### src/smon_pkg.sv
`default_nettype none
package smon_pkg;
	// Timing
	localparam int CLK_PERIOD_NS = 8;
	localparam int MS_TICK_NS = 1000000;
	localparam int MS_TICK_CYCLES = MS_TICK_NS / CLK_PERIOD_NS;
	localparam int NUM_CH = 3;
	localparam logic [3:0] FIFTH_SCREEN_LAYOUT = 4'h5;
	// Linearisation: 11 points, 512 mV apart, 0..5120 mV
	localparam int LIN_POINTS = 11;
	localparam int LIN_SEG_SHIFT = 9;
	localparam logic [15:0] LIN_FULL_MV = 16'h1400;
	// Register map
	localparam logic [1:0] REGION_GLOBAL = 2'h0;
	localparam logic [1:0] REGION_CH = 2'h1;
	localparam logic [1:0] REGION_SLOT = 2'h2;
	localparam logic [5:0] OFS_RPM_LIMIT = 6'h00;
	localparam logic [5:0] OFS_HOLD_MS = 6'h04;
	localparam logic [5:0] OFS_HOLDOFF_MS = 6'h08;
	localparam logic [5:0] OFS_STATUS = 6'h0C;
	localparam logic [5:0] OFS_INT_STAT = 6'h10;
	localparam logic [5:0] OFS_INT_MASK = 6'h14;
	localparam logic [7:0] ADDR_LIN_WR = 8'h70;
	localparam logic [3:0] OFS_CFG = 4'h0;
	localparam logic [3:0] OFS_LIM_A = 4'h4;
	localparam logic [3:0] OFS_LIM_B = 4'h8;
	localparam logic [3:0] OFS_AUX = 4'hC;
	// Field positions
	localparam int CFG_THERM_BIT = 0;
	localparam int CFG_FILT_LSB = 1;
	localparam int ITEM_MAX_EN_BIT = 2;
	localparam int ITEM_MIN_EN_BIT = 3;
	localparam int LIN_PT_LSB = 16;
	localparam int LIN_CH_LSB = 20;
	localparam int IRQ_ALARM_LSB = 0;
	localparam int IRQ_ERR_LSB = 3;
	localparam logic [1:0] SRC_NONE = 2'h3;
	// Reset values
	localparam logic [15:0] RPM_LIMIT_RST = 16'h0000;
	localparam logic [15:0] HOLD_MS_RST = 16'h03E8;
	localparam logic [15:0] HOLDOFF_MS_RST = 16'h1388;
	localparam logic [15:0] ERR_HI_RST = 16'hFFFF;
	localparam logic [15:0] ERR_LO_RST = 16'h0000;
	localparam logic [15:0] DEFAULT_RST = 16'h0000;
	localparam logic [15:0] LIM_MAX_RST = 16'hFFFF;
	localparam logic [15:0] LIM_MIN_RST = 16'h0000;
	localparam logic [1:0] RESP_OKAY = 2'h0;
	localparam logic [1:0] RESP_DECERR = 2'h3;
	typedef enum logic [1:0] {
		PG_IDLE = 2'b00,
		PG_HOLD = 2'b01,
		PG_HOLDOFF = 2'b11
	} smon_page_e;
endpackage
`default_nettype wire

### src/smon_top.sv
// Summary of operation
// - Alarm when item above max or below min
// - No alarms while engine speed below limit
// - Both limits set: alarm outside window
// - Warning page held for hold duration
// - Hold-off timer blocks page after hold
// - Item on layout: page once, then red
// - Fifth layout never shows alarm warning
// - Any alarm: active flag; red only for alarmed items on layout
// - Three 0-5V inputs routed to items
// - Input above high error limit is error
// - Input below low error limit is error
// - Error input drives default reading instead
// - Recursive filter, larger constant smooths more
// - Linearisation table converts volts to units
// - Thermistor type enables input pull-up
//
// The register addresses and the AXI4-Lite interface to the registers were decided locally.
`timescale 1ns/10ps
`default_nettype none
module smon_top
	import smon_pkg::*;
#(
	parameter int unsigned TICK_CYCLES = MS_TICK_CYCLES
) (
	input wire logic i_clock,
	input wire logic i_sys_rst,
	input wire logic [7:0] i_awaddr,
	input wire logic i_awvalid,
	output logic o_awready,
	input wire logic [31:0] i_wdata,
	input wire logic [3:0] i_wstrb,
	input wire logic i_wvalid,
	output logic o_wready,
	output logic [1:0] o_bresp,
	output logic o_bvalid,
	input wire logic i_bready,
	input wire logic [7:0] i_araddr,
	input wire logic i_arvalid,
	output logic o_arready,
	output logic [31:0] o_rdata,
	output logic [1:0] o_rresp,
	output logic o_rvalid,
	input wire logic i_rready,
	input wire logic i_sample_valid,
	input wire logic [1:0] i_sample_chan,
	input wire logic [15:0] i_sample_mv,
	input wire logic [15:0] i_engine_rpm,
	input wire logic [3:0] i_layout,
	input wire logic [2:0] i_item_on_layout,
	output logic [2:0] o_pullup_en,
	output logic o_warning_page,
	output logic [2:0] o_item_red,
	output logic o_alarm_active,
	output logic o_irq
);
	localparam int TW = $clog2(TICK_CYCLES);

	if (TICK_CYCLES < 2) begin : g_chk
		$error("TICK_CYCLES must be at least 2");
	end

	function automatic logic addr_ok(input logic [7:0] a);
		logic [1:0] rg;
		rg = a[7:6];
		addr_ok = (a[1:0] == 2'h0) &&
			((rg == REGION_GLOBAL && a[5:0] <= OFS_INT_MASK) ||
			a == ADDR_LIN_WR ||
			((rg == REGION_CH || rg == REGION_SLOT) && a[5:4] != 2'h3));
	endfunction

	function automatic logic [15:0] merge16(input logic [15:0] old,
		input logic [31:0] d, input logic [3:0] s);
		merge16 = {s[1] ? d[15:8] : old[15:8], s[0] ? d[7:0] : old[7:0]};
	endfunction

	function automatic logic [15:0] filter_step(input logic [15:0] y,
		input logic [15:0] x, input logic [3:0] k);
		logic signed [16:0] d;
		d = $signed({1'b0, x}) - $signed({1'b0, y});
		filter_step = y + 16'(d >>> k);
	endfunction

	function automatic logic [15:0] linearise(input logic [15:0] v,
		input logic [15:0] tab [LIN_POINTS]);
		logic [3:0] i;
		logic signed [17:0] dy;
		logic signed [27:0] p;
		i = v[12:9];
		dy = 18'($signed({1'b0, tab[4'(i + 4'h1)]})) -
			18'($signed({1'b0, tab[i]}));
		p = 28'(dy * $signed({1'b0, v[8:0]}));
		if (v >= LIN_FULL_MV)
			linearise = tab[LIN_POINTS - 1];
		else
			linearise = tab[i] + 16'(p >>> LIN_SEG_SHIFT);
	endfunction

	////////////////////////////////////////////////////////////////////////
	logic [15:0] rpm_limit, hold_ms, holdoff_ms;
	logic [5:0] int_stat, int_mask;
	logic [3:0] filt_shift [NUM_CH];
	logic [15:0] err_hi [NUM_CH];
	logic [15:0] err_lo [NUM_CH];
	logic [15:0] dflt [NUM_CH];
	logic [15:0] lin [NUM_CH][LIN_POINTS];
	logic [1:0] src [NUM_CH];
	logic [2:0] max_en, min_en, therm;
	logic [15:0] lim_max [NUM_CH];
	logic [15:0] lim_min [NUM_CH];
	logic [15:0] filt [NUM_CH];
	logic [15:0] chan_val [NUM_CH];
	logic [15:0] item_val [NUM_CH];
	logic [2:0] in_err, err_q, alarm, alarm_q, shown_once;
	logic [7:0] aw_q;
	logic [31:0] wd_q;
	logic [3:0] ws_q;
	logic do_wr;
	logic [1:0] wsel;
	logic [31:0] rd_word;
	logic [1:0] rsel;
	logic [TW-1:0] tick_cnt;
	logic ms_tick;
	logic [15:0] ms_left;
	smon_page_e page_state;
	logic [2:0] trig;
	logic page_req;

	////////////////////////////////////////////////////////////////////////
	// AXI4-Lite write channels; address and data taken in either order
	assign do_wr = !o_awready && !o_wready && !o_bvalid;
	assign wsel = aw_q[5:4];

	always_ff @(posedge i_clock) begin
		if (i_sys_rst) begin
			o_awready <= 1'b1;
			o_wready <= 1'b1;
			o_bvalid <= 1'b0;
			o_bresp <= RESP_OKAY;
			aw_q <= 8'h00;
			wd_q <= 32'h0;
			ws_q <= 4'h0;
		end else begin
			if (i_awvalid && o_awready) begin
				o_awready <= 1'b0;
				aw_q <= i_awaddr;
			end
			if (i_wvalid && o_wready) begin
				o_wready <= 1'b0;
				wd_q <= i_wdata;
				ws_q <= i_wstrb;
			end
			if (do_wr) begin
				o_bvalid <= 1'b1;
				o_bresp <= addr_ok(aw_q) ? RESP_OKAY : RESP_DECERR;
				o_awready <= 1'b1;
				o_wready <= 1'b1;
			end else if (o_bvalid && i_bready) begin
				o_bvalid <= 1'b0;
			end
		end
	end

	// Configuration registers
	always_ff @(posedge i_clock) begin
		if (i_sys_rst) begin
			rpm_limit <= RPM_LIMIT_RST;
			hold_ms <= HOLD_MS_RST;
			holdoff_ms <= HOLDOFF_MS_RST;
			int_mask <= 6'h00;
			therm <= 3'h0;
			max_en <= 3'h0;
			min_en <= 3'h0;
			for (int c = 0; c < NUM_CH; c++) begin
				filt_shift[c] <= 4'h0;
				err_hi[c] <= ERR_HI_RST;
				err_lo[c] <= ERR_LO_RST;
				dflt[c] <= DEFAULT_RST;
				src[c] <= SRC_NONE;
				lim_max[c] <= LIM_MAX_RST;
				lim_min[c] <= LIM_MIN_RST;
				for (int p = 0; p < LIN_POINTS; p++)
					lin[c][p] <= 16'(p << LIN_SEG_SHIFT);
			end
		end else if (do_wr && addr_ok(aw_q)) begin
			if (aw_q == ADDR_LIN_WR) begin
				if (wd_q[LIN_CH_LSB +: 2] != SRC_NONE &&
					wd_q[LIN_PT_LSB +: 4] < 4'(LIN_POINTS))
					lin[wd_q[LIN_CH_LSB +: 2]][wd_q[LIN_PT_LSB +: 4]] <=
						merge16(16'h0, wd_q, ws_q);
			end else if (aw_q[7:6] == REGION_GLOBAL) begin
				case (aw_q[5:0])
					OFS_RPM_LIMIT: rpm_limit <= merge16(rpm_limit, wd_q, ws_q);
					OFS_HOLD_MS: hold_ms <= merge16(hold_ms, wd_q, ws_q);
					OFS_HOLDOFF_MS:
						holdoff_ms <= merge16(holdoff_ms, wd_q, ws_q);
					OFS_INT_MASK: if (ws_q[0]) int_mask <= wd_q[5:0];
					default: ;
				endcase
			end else if (aw_q[7:6] == REGION_CH) begin
				case (aw_q[3:0])
					OFS_CFG: if (ws_q[0]) begin
						therm[wsel] <= wd_q[CFG_THERM_BIT];
						filt_shift[wsel] <= wd_q[CFG_FILT_LSB +: 4];
					end
					OFS_LIM_A: err_hi[wsel] <= merge16(err_hi[wsel], wd_q, ws_q);
					OFS_LIM_B: err_lo[wsel] <= merge16(err_lo[wsel], wd_q, ws_q);
					default: dflt[wsel] <= merge16(dflt[wsel], wd_q, ws_q);
				endcase
			end else begin
				case (aw_q[3:0])
					OFS_CFG: if (ws_q[0]) begin
						src[wsel] <= wd_q[1:0];
						max_en[wsel] <= wd_q[ITEM_MAX_EN_BIT];
						min_en[wsel] <= wd_q[ITEM_MIN_EN_BIT];
					end
					OFS_LIM_A:
						lim_max[wsel] <= merge16(lim_max[wsel], wd_q, ws_q);
					OFS_LIM_B:
						lim_min[wsel] <= merge16(lim_min[wsel], wd_q, ws_q);
					default: ;
				endcase
			end
		end
	end

	////////////////////////////////////////////////////////////////////////
	// AXI4-Lite read channels; data one cycle after address taken
	assign rsel = i_araddr[5:4];

	always_comb begin
		rd_word = 32'h0;
		if (i_araddr[7:6] == REGION_GLOBAL) begin
			case (i_araddr[5:0])
				OFS_RPM_LIMIT: rd_word = {16'h0, rpm_limit};
				OFS_HOLD_MS: rd_word = {16'h0, hold_ms};
				OFS_HOLDOFF_MS: rd_word = {16'h0, holdoff_ms};
				OFS_STATUS: rd_word = {24'h0, page_state == PG_HOLD,
					o_alarm_active, alarm, in_err};
				OFS_INT_STAT: rd_word = {26'h0, int_stat};
				OFS_INT_MASK: rd_word = {26'h0, int_mask};
				default: rd_word = 32'h0;
			endcase
		end else if (rsel != 2'h3 && i_araddr[7:6] == REGION_CH) begin
			case (i_araddr[3:0])
				OFS_CFG: rd_word = {27'h0, filt_shift[rsel], therm[rsel]};
				OFS_LIM_A: rd_word = {16'h0, err_hi[rsel]};
				OFS_LIM_B: rd_word = {16'h0, err_lo[rsel]};
				default: rd_word = {16'h0, dflt[rsel]};
			endcase
		end else if (rsel != 2'h3 && i_araddr[7:6] == REGION_SLOT) begin
			case (i_araddr[3:0])
				OFS_CFG: rd_word = {28'h0, min_en[rsel], max_en[rsel],
					src[rsel]};
				OFS_LIM_A: rd_word = {16'h0, lim_max[rsel]};
				OFS_LIM_B: rd_word = {16'h0, lim_min[rsel]};
				default: rd_word = {16'h0, item_val[rsel]};
			endcase
		end
	end

	always_ff @(posedge i_clock) begin
		if (i_sys_rst) begin
			o_arready <= 1'b1;
			o_rvalid <= 1'b0;
			o_rdata <= 32'h0;
			o_rresp <= RESP_OKAY;
		end else if (i_arvalid && o_arready) begin
			o_arready <= 1'b0;
			o_rvalid <= 1'b1;
			o_rdata <= addr_ok(i_araddr) ? rd_word : 32'h0;
			o_rresp <= addr_ok(i_araddr) ? RESP_OKAY : RESP_DECERR;
		end else if (o_rvalid && i_rready) begin
			o_rvalid <= 1'b0;
			o_arready <= 1'b1;
		end
	end

	////////////////////////////////////////////////////////////////////////
	// Input conditioning
	always_ff @(posedge i_clock) begin
		if (i_sys_rst) begin
			in_err <= 3'h0;
			for (int c = 0; c < NUM_CH; c++)
				filt[c] <= 16'h0;
		end else if (i_sample_valid) begin
			for (int c = 0; c < NUM_CH; c++) begin
				if (i_sample_chan == 2'(c)) begin
					filt[c] <= filter_step(filt[c], i_sample_mv,
						filt_shift[c]);
					in_err[c] <= (i_sample_mv > err_hi[c]) ||
						(i_sample_mv < err_lo[c]);
				end
			end
		end
	end

	always_ff @(posedge i_clock) begin
		if (i_sys_rst) begin
			for (int c = 0; c < NUM_CH; c++) begin
				chan_val[c] <= 16'h0;
				item_val[c] <= 16'h0;
			end
		end else begin
			for (int c = 0; c < NUM_CH; c++) begin
				chan_val[c] <= in_err[c] ? dflt[c] :
					linearise(filt[c], lin[c]);
				case (src[c])
					2'h0: item_val[c] <= chan_val[0];
					2'h1: item_val[c] <= chan_val[1];
					2'h2: item_val[c] <= chan_val[2];
					default: item_val[c] <= 16'h0;
				endcase
			end
		end
	end

	always_ff @(posedge i_clock) begin
		if (i_sys_rst)
			o_pullup_en <= 3'h0;
		else
			o_pullup_en <= therm;
	end

	////////////////////////////////////////////////////////////////////////
	// Alarm detection
	always_ff @(posedge i_clock) begin
		if (i_sys_rst) begin
			alarm <= 3'h0;
		end else begin
			for (int m = 0; m < NUM_CH; m++)
				alarm[m] <= (i_engine_rpm >= rpm_limit) &&
					src[m] != SRC_NONE &&
					((max_en[m] && item_val[m] > lim_max[m]) ||
					(min_en[m] && item_val[m] < lim_min[m]));
		end
	end

	// Millisecond tick
	always_ff @(posedge i_clock) begin
		if (i_sys_rst) begin
			tick_cnt <= '0;
			ms_tick <= 1'b0;
		end else begin
			ms_tick <= tick_cnt == TW'(TICK_CYCLES - 1);
			if (tick_cnt == TW'(TICK_CYCLES - 1))
				tick_cnt <= '0;
			else
				tick_cnt <= tick_cnt + 1'b1;
		end
	end

	////////////////////////////////////////////////////////////////////////
	// Warning page sequencing
	assign trig = alarm & ~(shown_once & i_item_on_layout);
	assign page_req = |trig && i_layout != FIFTH_SCREEN_LAYOUT;

	always_ff @(posedge i_clock) begin
		if (i_sys_rst) begin
			page_state <= PG_IDLE;
			ms_left <= 16'h0;
		end else begin
			unique case (page_state)
				PG_IDLE: if (page_req) begin
					page_state <= PG_HOLD;
					ms_left <= hold_ms;
				end
				PG_HOLD: if (ms_tick) begin
					if (ms_left <= 16'h1) begin
						page_state <= PG_HOLDOFF;
						ms_left <= holdoff_ms;
					end else begin
						ms_left <= ms_left - 16'h1;
					end
				end
				PG_HOLDOFF: if (ms_tick) begin
					if (ms_left <= 16'h1)
						page_state <= PG_IDLE;
					else
						ms_left <= ms_left - 16'h1;
				end
				default: page_state <= PG_IDLE;
			endcase
		end
	end

	always_ff @(posedge i_clock) begin
		if (i_sys_rst)
			shown_once <= 3'h0;
		else if (page_state == PG_IDLE && page_req)
			shown_once <= alarm & (shown_once | i_item_on_layout);
		else
			shown_once <= shown_once & alarm;
	end

	always_ff @(posedge i_clock) begin
		if (i_sys_rst) begin
			o_warning_page <= 1'b0;
			o_item_red <= 3'h0;
			o_alarm_active <= 1'b0;
		end else begin
			o_warning_page <= page_state == PG_HOLD &&
				i_layout != FIFTH_SCREEN_LAYOUT;
			o_item_red <= alarm & i_item_on_layout &
				{3{i_layout != FIFTH_SCREEN_LAYOUT}};
			o_alarm_active <= |alarm;
		end
	end

	////////////////////////////////////////////////////////////////////////
	// Interrupts: set wins over write-one-to-clear
	always_ff @(posedge i_clock) begin
		if (i_sys_rst) begin
			int_stat <= 6'h00;
			alarm_q <= 3'h0;
			err_q <= 3'h0;
			o_irq <= 1'b0;
		end else begin
			alarm_q <= alarm;
			err_q <= in_err;
			int_stat <= (int_stat & ~((do_wr && ws_q[0] &&
				aw_q == {REGION_GLOBAL, OFS_INT_STAT}) ? wd_q[5:0] : 6'h00))
				| {in_err & ~err_q, alarm & ~alarm_q};
			o_irq <= |(int_stat & int_mask);
		end
	end
endmodule
`default_nettype wire

### config.mk
export PLATFORM = sky130hd
export DESIGN_NAME = smon_top
export DESIGN_NICKNAME = d
export VERILOG_FILES = /design/src/smon_pkg.sv /design/src/smon_top.sv
export SDC_FILE = /design/constraint.sdc
export NUM_CORES = 2
export LEC_CHECK = 0
export BUFFER_PORTS_ARGS = -buffer_cell sky130_fd_sc_hd__buf_4
export CAP_MARGIN = 5
export CORE_MARGIN = 2
export CORE_UTILIZATION = 40
export DETAILED_ROUTE_END_ITERATION = 7
export HOLD_SLACK_MARGIN = 0.15
export SLEW_MARGIN = 15
export SYNTH_ARGS = -nofsm -noshare
export SYNTH_HDL_FRONTEND = slang
export SYNTH_SLANG_ARGS = --single-unit
### constraint.sdc
create_clock -name i_clock -period 14.46 [get_ports i_clock]
set_input_delay 1.446 -clock i_clock [delete_from_list [all_inputs] [get_ports i_clock]]
set_output_delay 1.446 -clock i_clock [all_outputs]
set_load 0.02 [all_outputs]
* After elaboration in Yosys (flattened, before gate mapping)
Memory sizes are Yosys's and may differ from the RTL's.
Cells that the tools add are included.
** Word-level totals
- Memories kept :: 11
- Output and inout port bits :: 50
- Word-level logic and storage cells :: 534
- Flip-flop bits (word level) :: 202
- Bits of input ports :: 101
- RAM bits :: 930
** Cells by class
- Muxes and demuxes :: 226
- Shift-type cells :: 3
- Order comparisons :: 31
- $add $sub $neg :: 17
- Equal/unequal tests :: 53
- $mul :: 3
- Reduce and logical (&&, ||, !) cells :: 108
- Bitwise operators :: 44
** Memories
- lin :: words 3, width 176, rd ports 3, clocked after Yosys merged registers in 0, write ports 3, line smon_top.sv:106 : logic [15:0] lin [NUM_CH][LIN_POINTS];
- chan_val :: words 3, width 16, rd ports 3, clocked after Yosys merged registers in 0, write ports 3, line smon_top.sv:112 : logic [15:0] chan_val [NUM_CH];
- dflt :: words 3, width 16, rd ports 4, clocked after Yosys merged registers in 0, write ports 3, line smon_top.sv:105 : logic [15:0] dflt [NUM_CH];
- err_hi :: words 3, width 16, rd ports 4, clocked after Yosys merged registers in 0, write ports 3, line smon_top.sv:103 : logic [15:0] err_hi [NUM_CH];
- err_lo :: words 3, width 16, rd ports 4, clocked after Yosys merged registers in 0, write ports 3, line smon_top.sv:104 : logic [15:0] err_lo [NUM_CH];
- filt :: words 3, width 16, rd ports 3, clocked after Yosys merged registers in 0, write ports 3, line smon_top.sv:111 : logic [15:0] filt [NUM_CH];
- +5 memories
** Operators by type and width (count)
- two-way mux 16 bit :: 51
- two-way mux 176 bit :: 3
- binary-select mux 16 bit (select 4 bit) :: 6
- OR reduction 176 bit :: 1
- case mux 16 bit (3 select lines) :: 3
- two-way mux 1 bit :: 114
- subtractor 16 x 16 -> 17 bit :: 6
- adder 16 bit :: 6
- greater-than comparator 16 bit :: 6
- < comparator 16 bit :: 6
- two-way mux 32 bit :: 3
- two-way mux 8 bit :: 12
- case mux 16 bit (6 select lines) :: 1
- OR reduction 16 bit :: 5
- multiplier 17 x 10 -> 25 bit :: 3
- demux 16 bit (select 4 bit) :: 1
- >>> shifter 17 x 4 -> 16 bit :: 3
- >= comparator 16 x 13 -> 1 bit (second input constant) :: 3
- AND reduction 5 bit :: 9
- two-way mux 2 bit :: 21
- logical AND 1 bit :: 36
- >= comparator 5 bit (second input constant) :: 7
- NOT 4 -> 5 bit :: 7
- AND reduction 2 bit :: 13
- other kinds (51) :: 159

* Depth between registers and ports, before layout
An unclocked memory read counts as a cell.
- Depth in word-level cells :: 13
- Gate-level depth with buffers :: 50
- Gate-level depth less buffers :: 49

* Worst setup path before layout
No wires, ideal clock.
- Kind :: reg-to-reg
- Start :: memory filt[0][10]
- End :: memory chan_val[0][15]
- Period minus slack after synthesis :: 10971 ps
- Data required time :: 14401 ps
- Setup slack :: 3489 ps
- Buffers on the path :: 3
- Stages on the path, launching flop included :: 46
- Data arrival time :: 10913 ps
- Library setup time :: 59 ps
- Cells stage by stage :: edfxtp_1 > clkbuf_1 > buf_1 > buf_1 > mux4_2 > mux2i_1 > o22a_1 > ha_1 > nor2b_1 > o21ai_0 > a21boi_0 > o21ai_0 > a21boi_0 > o2111ai_1 > nand3_1 > o21ai_0 > xnor2_1 > nand2_1 > [10 not listed] > a221o_1 > a21oi_1 > o21ai_0 > or2_2 > o21ai_0 > nand2b_1 > xor2_1 > ha_1 > or3_1 > o31ai_1 > a21oi_1 > a21o_1 > a21o_1 > a21oi_1 > xor3_1 > xnor2_1 > o21ai_0 > o211a_1
** RTL lines (line)
- start, declared :: smon_top.sv:111
- end, declared :: smon_top.sv:112

==> impl_metrics.tcl <==
set metrics [dict create \
    status "completed" \
    cts.clk_slew.worst_paths_ps 60 \
    setup_viol 0 \
    numPortBuffers 122 \
    fillers 20240 \
    worstPathRequired_ps 15210 \
    fin_crit_sh 0.8976 \
    met3_length_mm 26.53 \
    regArea_sq_mm 0.03363 \
    synth_seq_cells 1197 \
    h-tree-depth 4 \
    grt-ovfl-total 0 \
    final_cells 11530 \
    drv_slew 0 \
    initial_core_util 0.4020 \
    final.setup_skew_ps 66.87 \
    slowest_delay_ps 790 \
    synth_area_leader_cell "edfxtp_1" \
    yosysMostFrequentCell "nor2_1" \
    place_congestion 0.9606 \
    critPathSlowestCell "xnor2_1" \
    async_flop_share 0 \
    core_region_area_sq_mm 0.2167 \
    die_area_sq_mm 0.2216 \
    post_cts_buffers 0 \
    drt_iter0_drc 7537 \
    tightest_slew_ps 1231 \
    synth_edf_count 965 \
    top_layer_used "met5" \
    numCtsBuffers 137 \
    synthCells 8462 \
    ys_top_cells_by_area "edfxtp_1, fa_1, ha_1" \
    critPathLaunchType "flop" \
    routedWlPerCell_um 24.96 \
    timing.rr.start "filt[0][9]" \
    wl_met2_mm 127.5 \
    hold_violations 0 \
    dp.cells 11270 \
    dp_hpwl_mm 209.4 \
    routed_via_density 5.787 \
    tns_ps 0 \
    fmax_mhz 77.05 \
    synth_area_sq_mm 0.08712 \
    crit_path_start "filt[0][9]" \
    endpoint_kind "flop" \
    grt_pass1_vias 66200 \
    reg2regPathDepth 43 \
    synth_common_cells "nor2_1, edfxtp_1, inv_1" \
    synth_top_area_frac 0.3326 \
    period_minus_slack_ps 12980 \
    min_path_type "flop to flop" \
    synthFlopType "edfxtp_1" \
    cts_root_buf "clkbuf_16" \
    syn_avg_cell_area_sq_um 10.30 \
    row_count 171 \
    cpMostUsedCell "o21ai_0" \
    final_area_sq_mm 0.09650 \
    cts_buffer_depth 3 \
    multiInputGateArea_sq_mm 0.04933 \
    hold_depth 2 \
    grt_pass1_wl_mm 427.9 \
    cts_tree "done" \
    path_max_fanout 50 \
    placed_cell_area_sq_mm 0.09172 \
    antenna_left 0 \
    wl_met1_mm 122.8 \
    area_growth_pct 10.77 \
    crit_arrival_ps 13730 \
    routed_wl_mm 287.7 \
    drv_cap 0 \
    ys_seq_area_frac 0.3859 \
    yosys_warnings 0 \
    num_io_pins 151 \
    num_vias 66690 \
    antenna_found_initial 11 \
    cts_resized 0 \
    firstDrtPassIters 6 \
    slew_headroom 0.1557 \
    cts_hold_buffers 0 \
    drive_gt1_frac 0.1128 \
    ys_types 95 \
    grt_max_degree 84 \
    nets 9585 \
    die_w_um 470.7 \
    clock-sinks 1197 \
    chipHeight_um 470.7 \
    grtUsageTotal 0.2564 \
    crit_type "flop to flop" \
    min_from "ms_left[6]" \
    clk_latency_ps 830 \
    drc 0 \
    rsz0062_at_grt "false" \
]
-- layout make-up --
type,count,share of cell area
multi-input cells,6122,0.5112
diodes,6,0.0001556
flip-flops and latches,1197,0.3484
clock buffers,184,0.03871
well taps,2854,0.03700
clock inverters,69,0.01046
inverters,801,0.03118
repair buffers,292,0.02286
-- metrics by stage --
stage                     utilization  hold slack [ps]  setup WS (ps)
after floorplan                     -            426.3           3489
after global placement         0.4232            434.5           1797
after detailed placement       0.4232            441.8           1776
after CTS                      0.4451            449.7           1704
after global routing           0.4452            481.0          879.5
final                          0.4453            449.7           1481
-- cells by family (layout without fill, tap and decap cells) --
| kind of cell | count (synthesis) | count (layout) | synth area share |
|---|---|---|---|
| AOI/OAI and AO/OA | 1466 | 1466 | 0.1087 |
| xor gates and xnor gates | 235 | 235 | 0.02380 |
| adders and majority gates | 933 | 933 | 0.1663 |
| buffers and inverters | 1288 | 1346 | 0.05644 |
| DFF | 1197 | 1197 | 0.3859 |
| muxes | 615 | 615 | 0.1131 |
| other | 2 | 153 | 0.00008620 |
| and+or+nand+nor | 2726 | 2726 | 0.1456 |
-- state kept, by name, summed over array words and instances, names as in the netlist, 8 cells and up --
name	flops
lin	528
ms_left	16
chan_val	48
rpm_limit	16
filt	48
err_lo	64
wd_q	22
err_hi	64
o_rdata	16
item_val	48
filt_shift	16
lim_max	64
hold_ms	16
dflt	61
aw_q	8
tick_cnt	17
holdoff_ms	16
lim_min	64
src	8
-- final timing paths --
check,endpoint,slack [ps]
worst max-delay path,chan_val[0][15],1480
worst max register to register,chan_val[0][15],1480
worst min-delay path,ms_left[6],450
worst min register to register,ms_left[6],450
-- layer usage --
layer / vias up / global-route usage
li1: 29850 / -
met1: 33540 / 0.3586
met2: 2878 / 0.3947
met3: 415 / 0.05095
met4: 4 / 0.09114
met5: - / 0
-- worst max-delay path, delay by kind of cell, from the launching register on --
family	cells	cell delay, ps
XOR/XNOR	4	1520
multiplexers	1	650
flip-flops	1	460
adder cells (fa/ha/maj)	8	3530
AND/OR/NAND/NOR	7	1480
AO/OA/AOI/OAI	18	3720
buffers and inverters	5	1490
-- cells in the final DEF (no fill, tap or decap), drive strengths merged, types with 113 or more instances in the layout --
master  instances
nor2          985
edfxtp        965
inv           799
nand2         670
ha            558
a21oi         408
and2          376
fa            375
o21ai         366
buf           291
mux4          290
mux2i         267
dfxtp         232
clkbuf        185
xnor2         158
conb          147
nand3         146
a21o          113
Power is not shown: default switching activity piles up to over one toggle a cycle in this logic, so the estimate is an artifact.
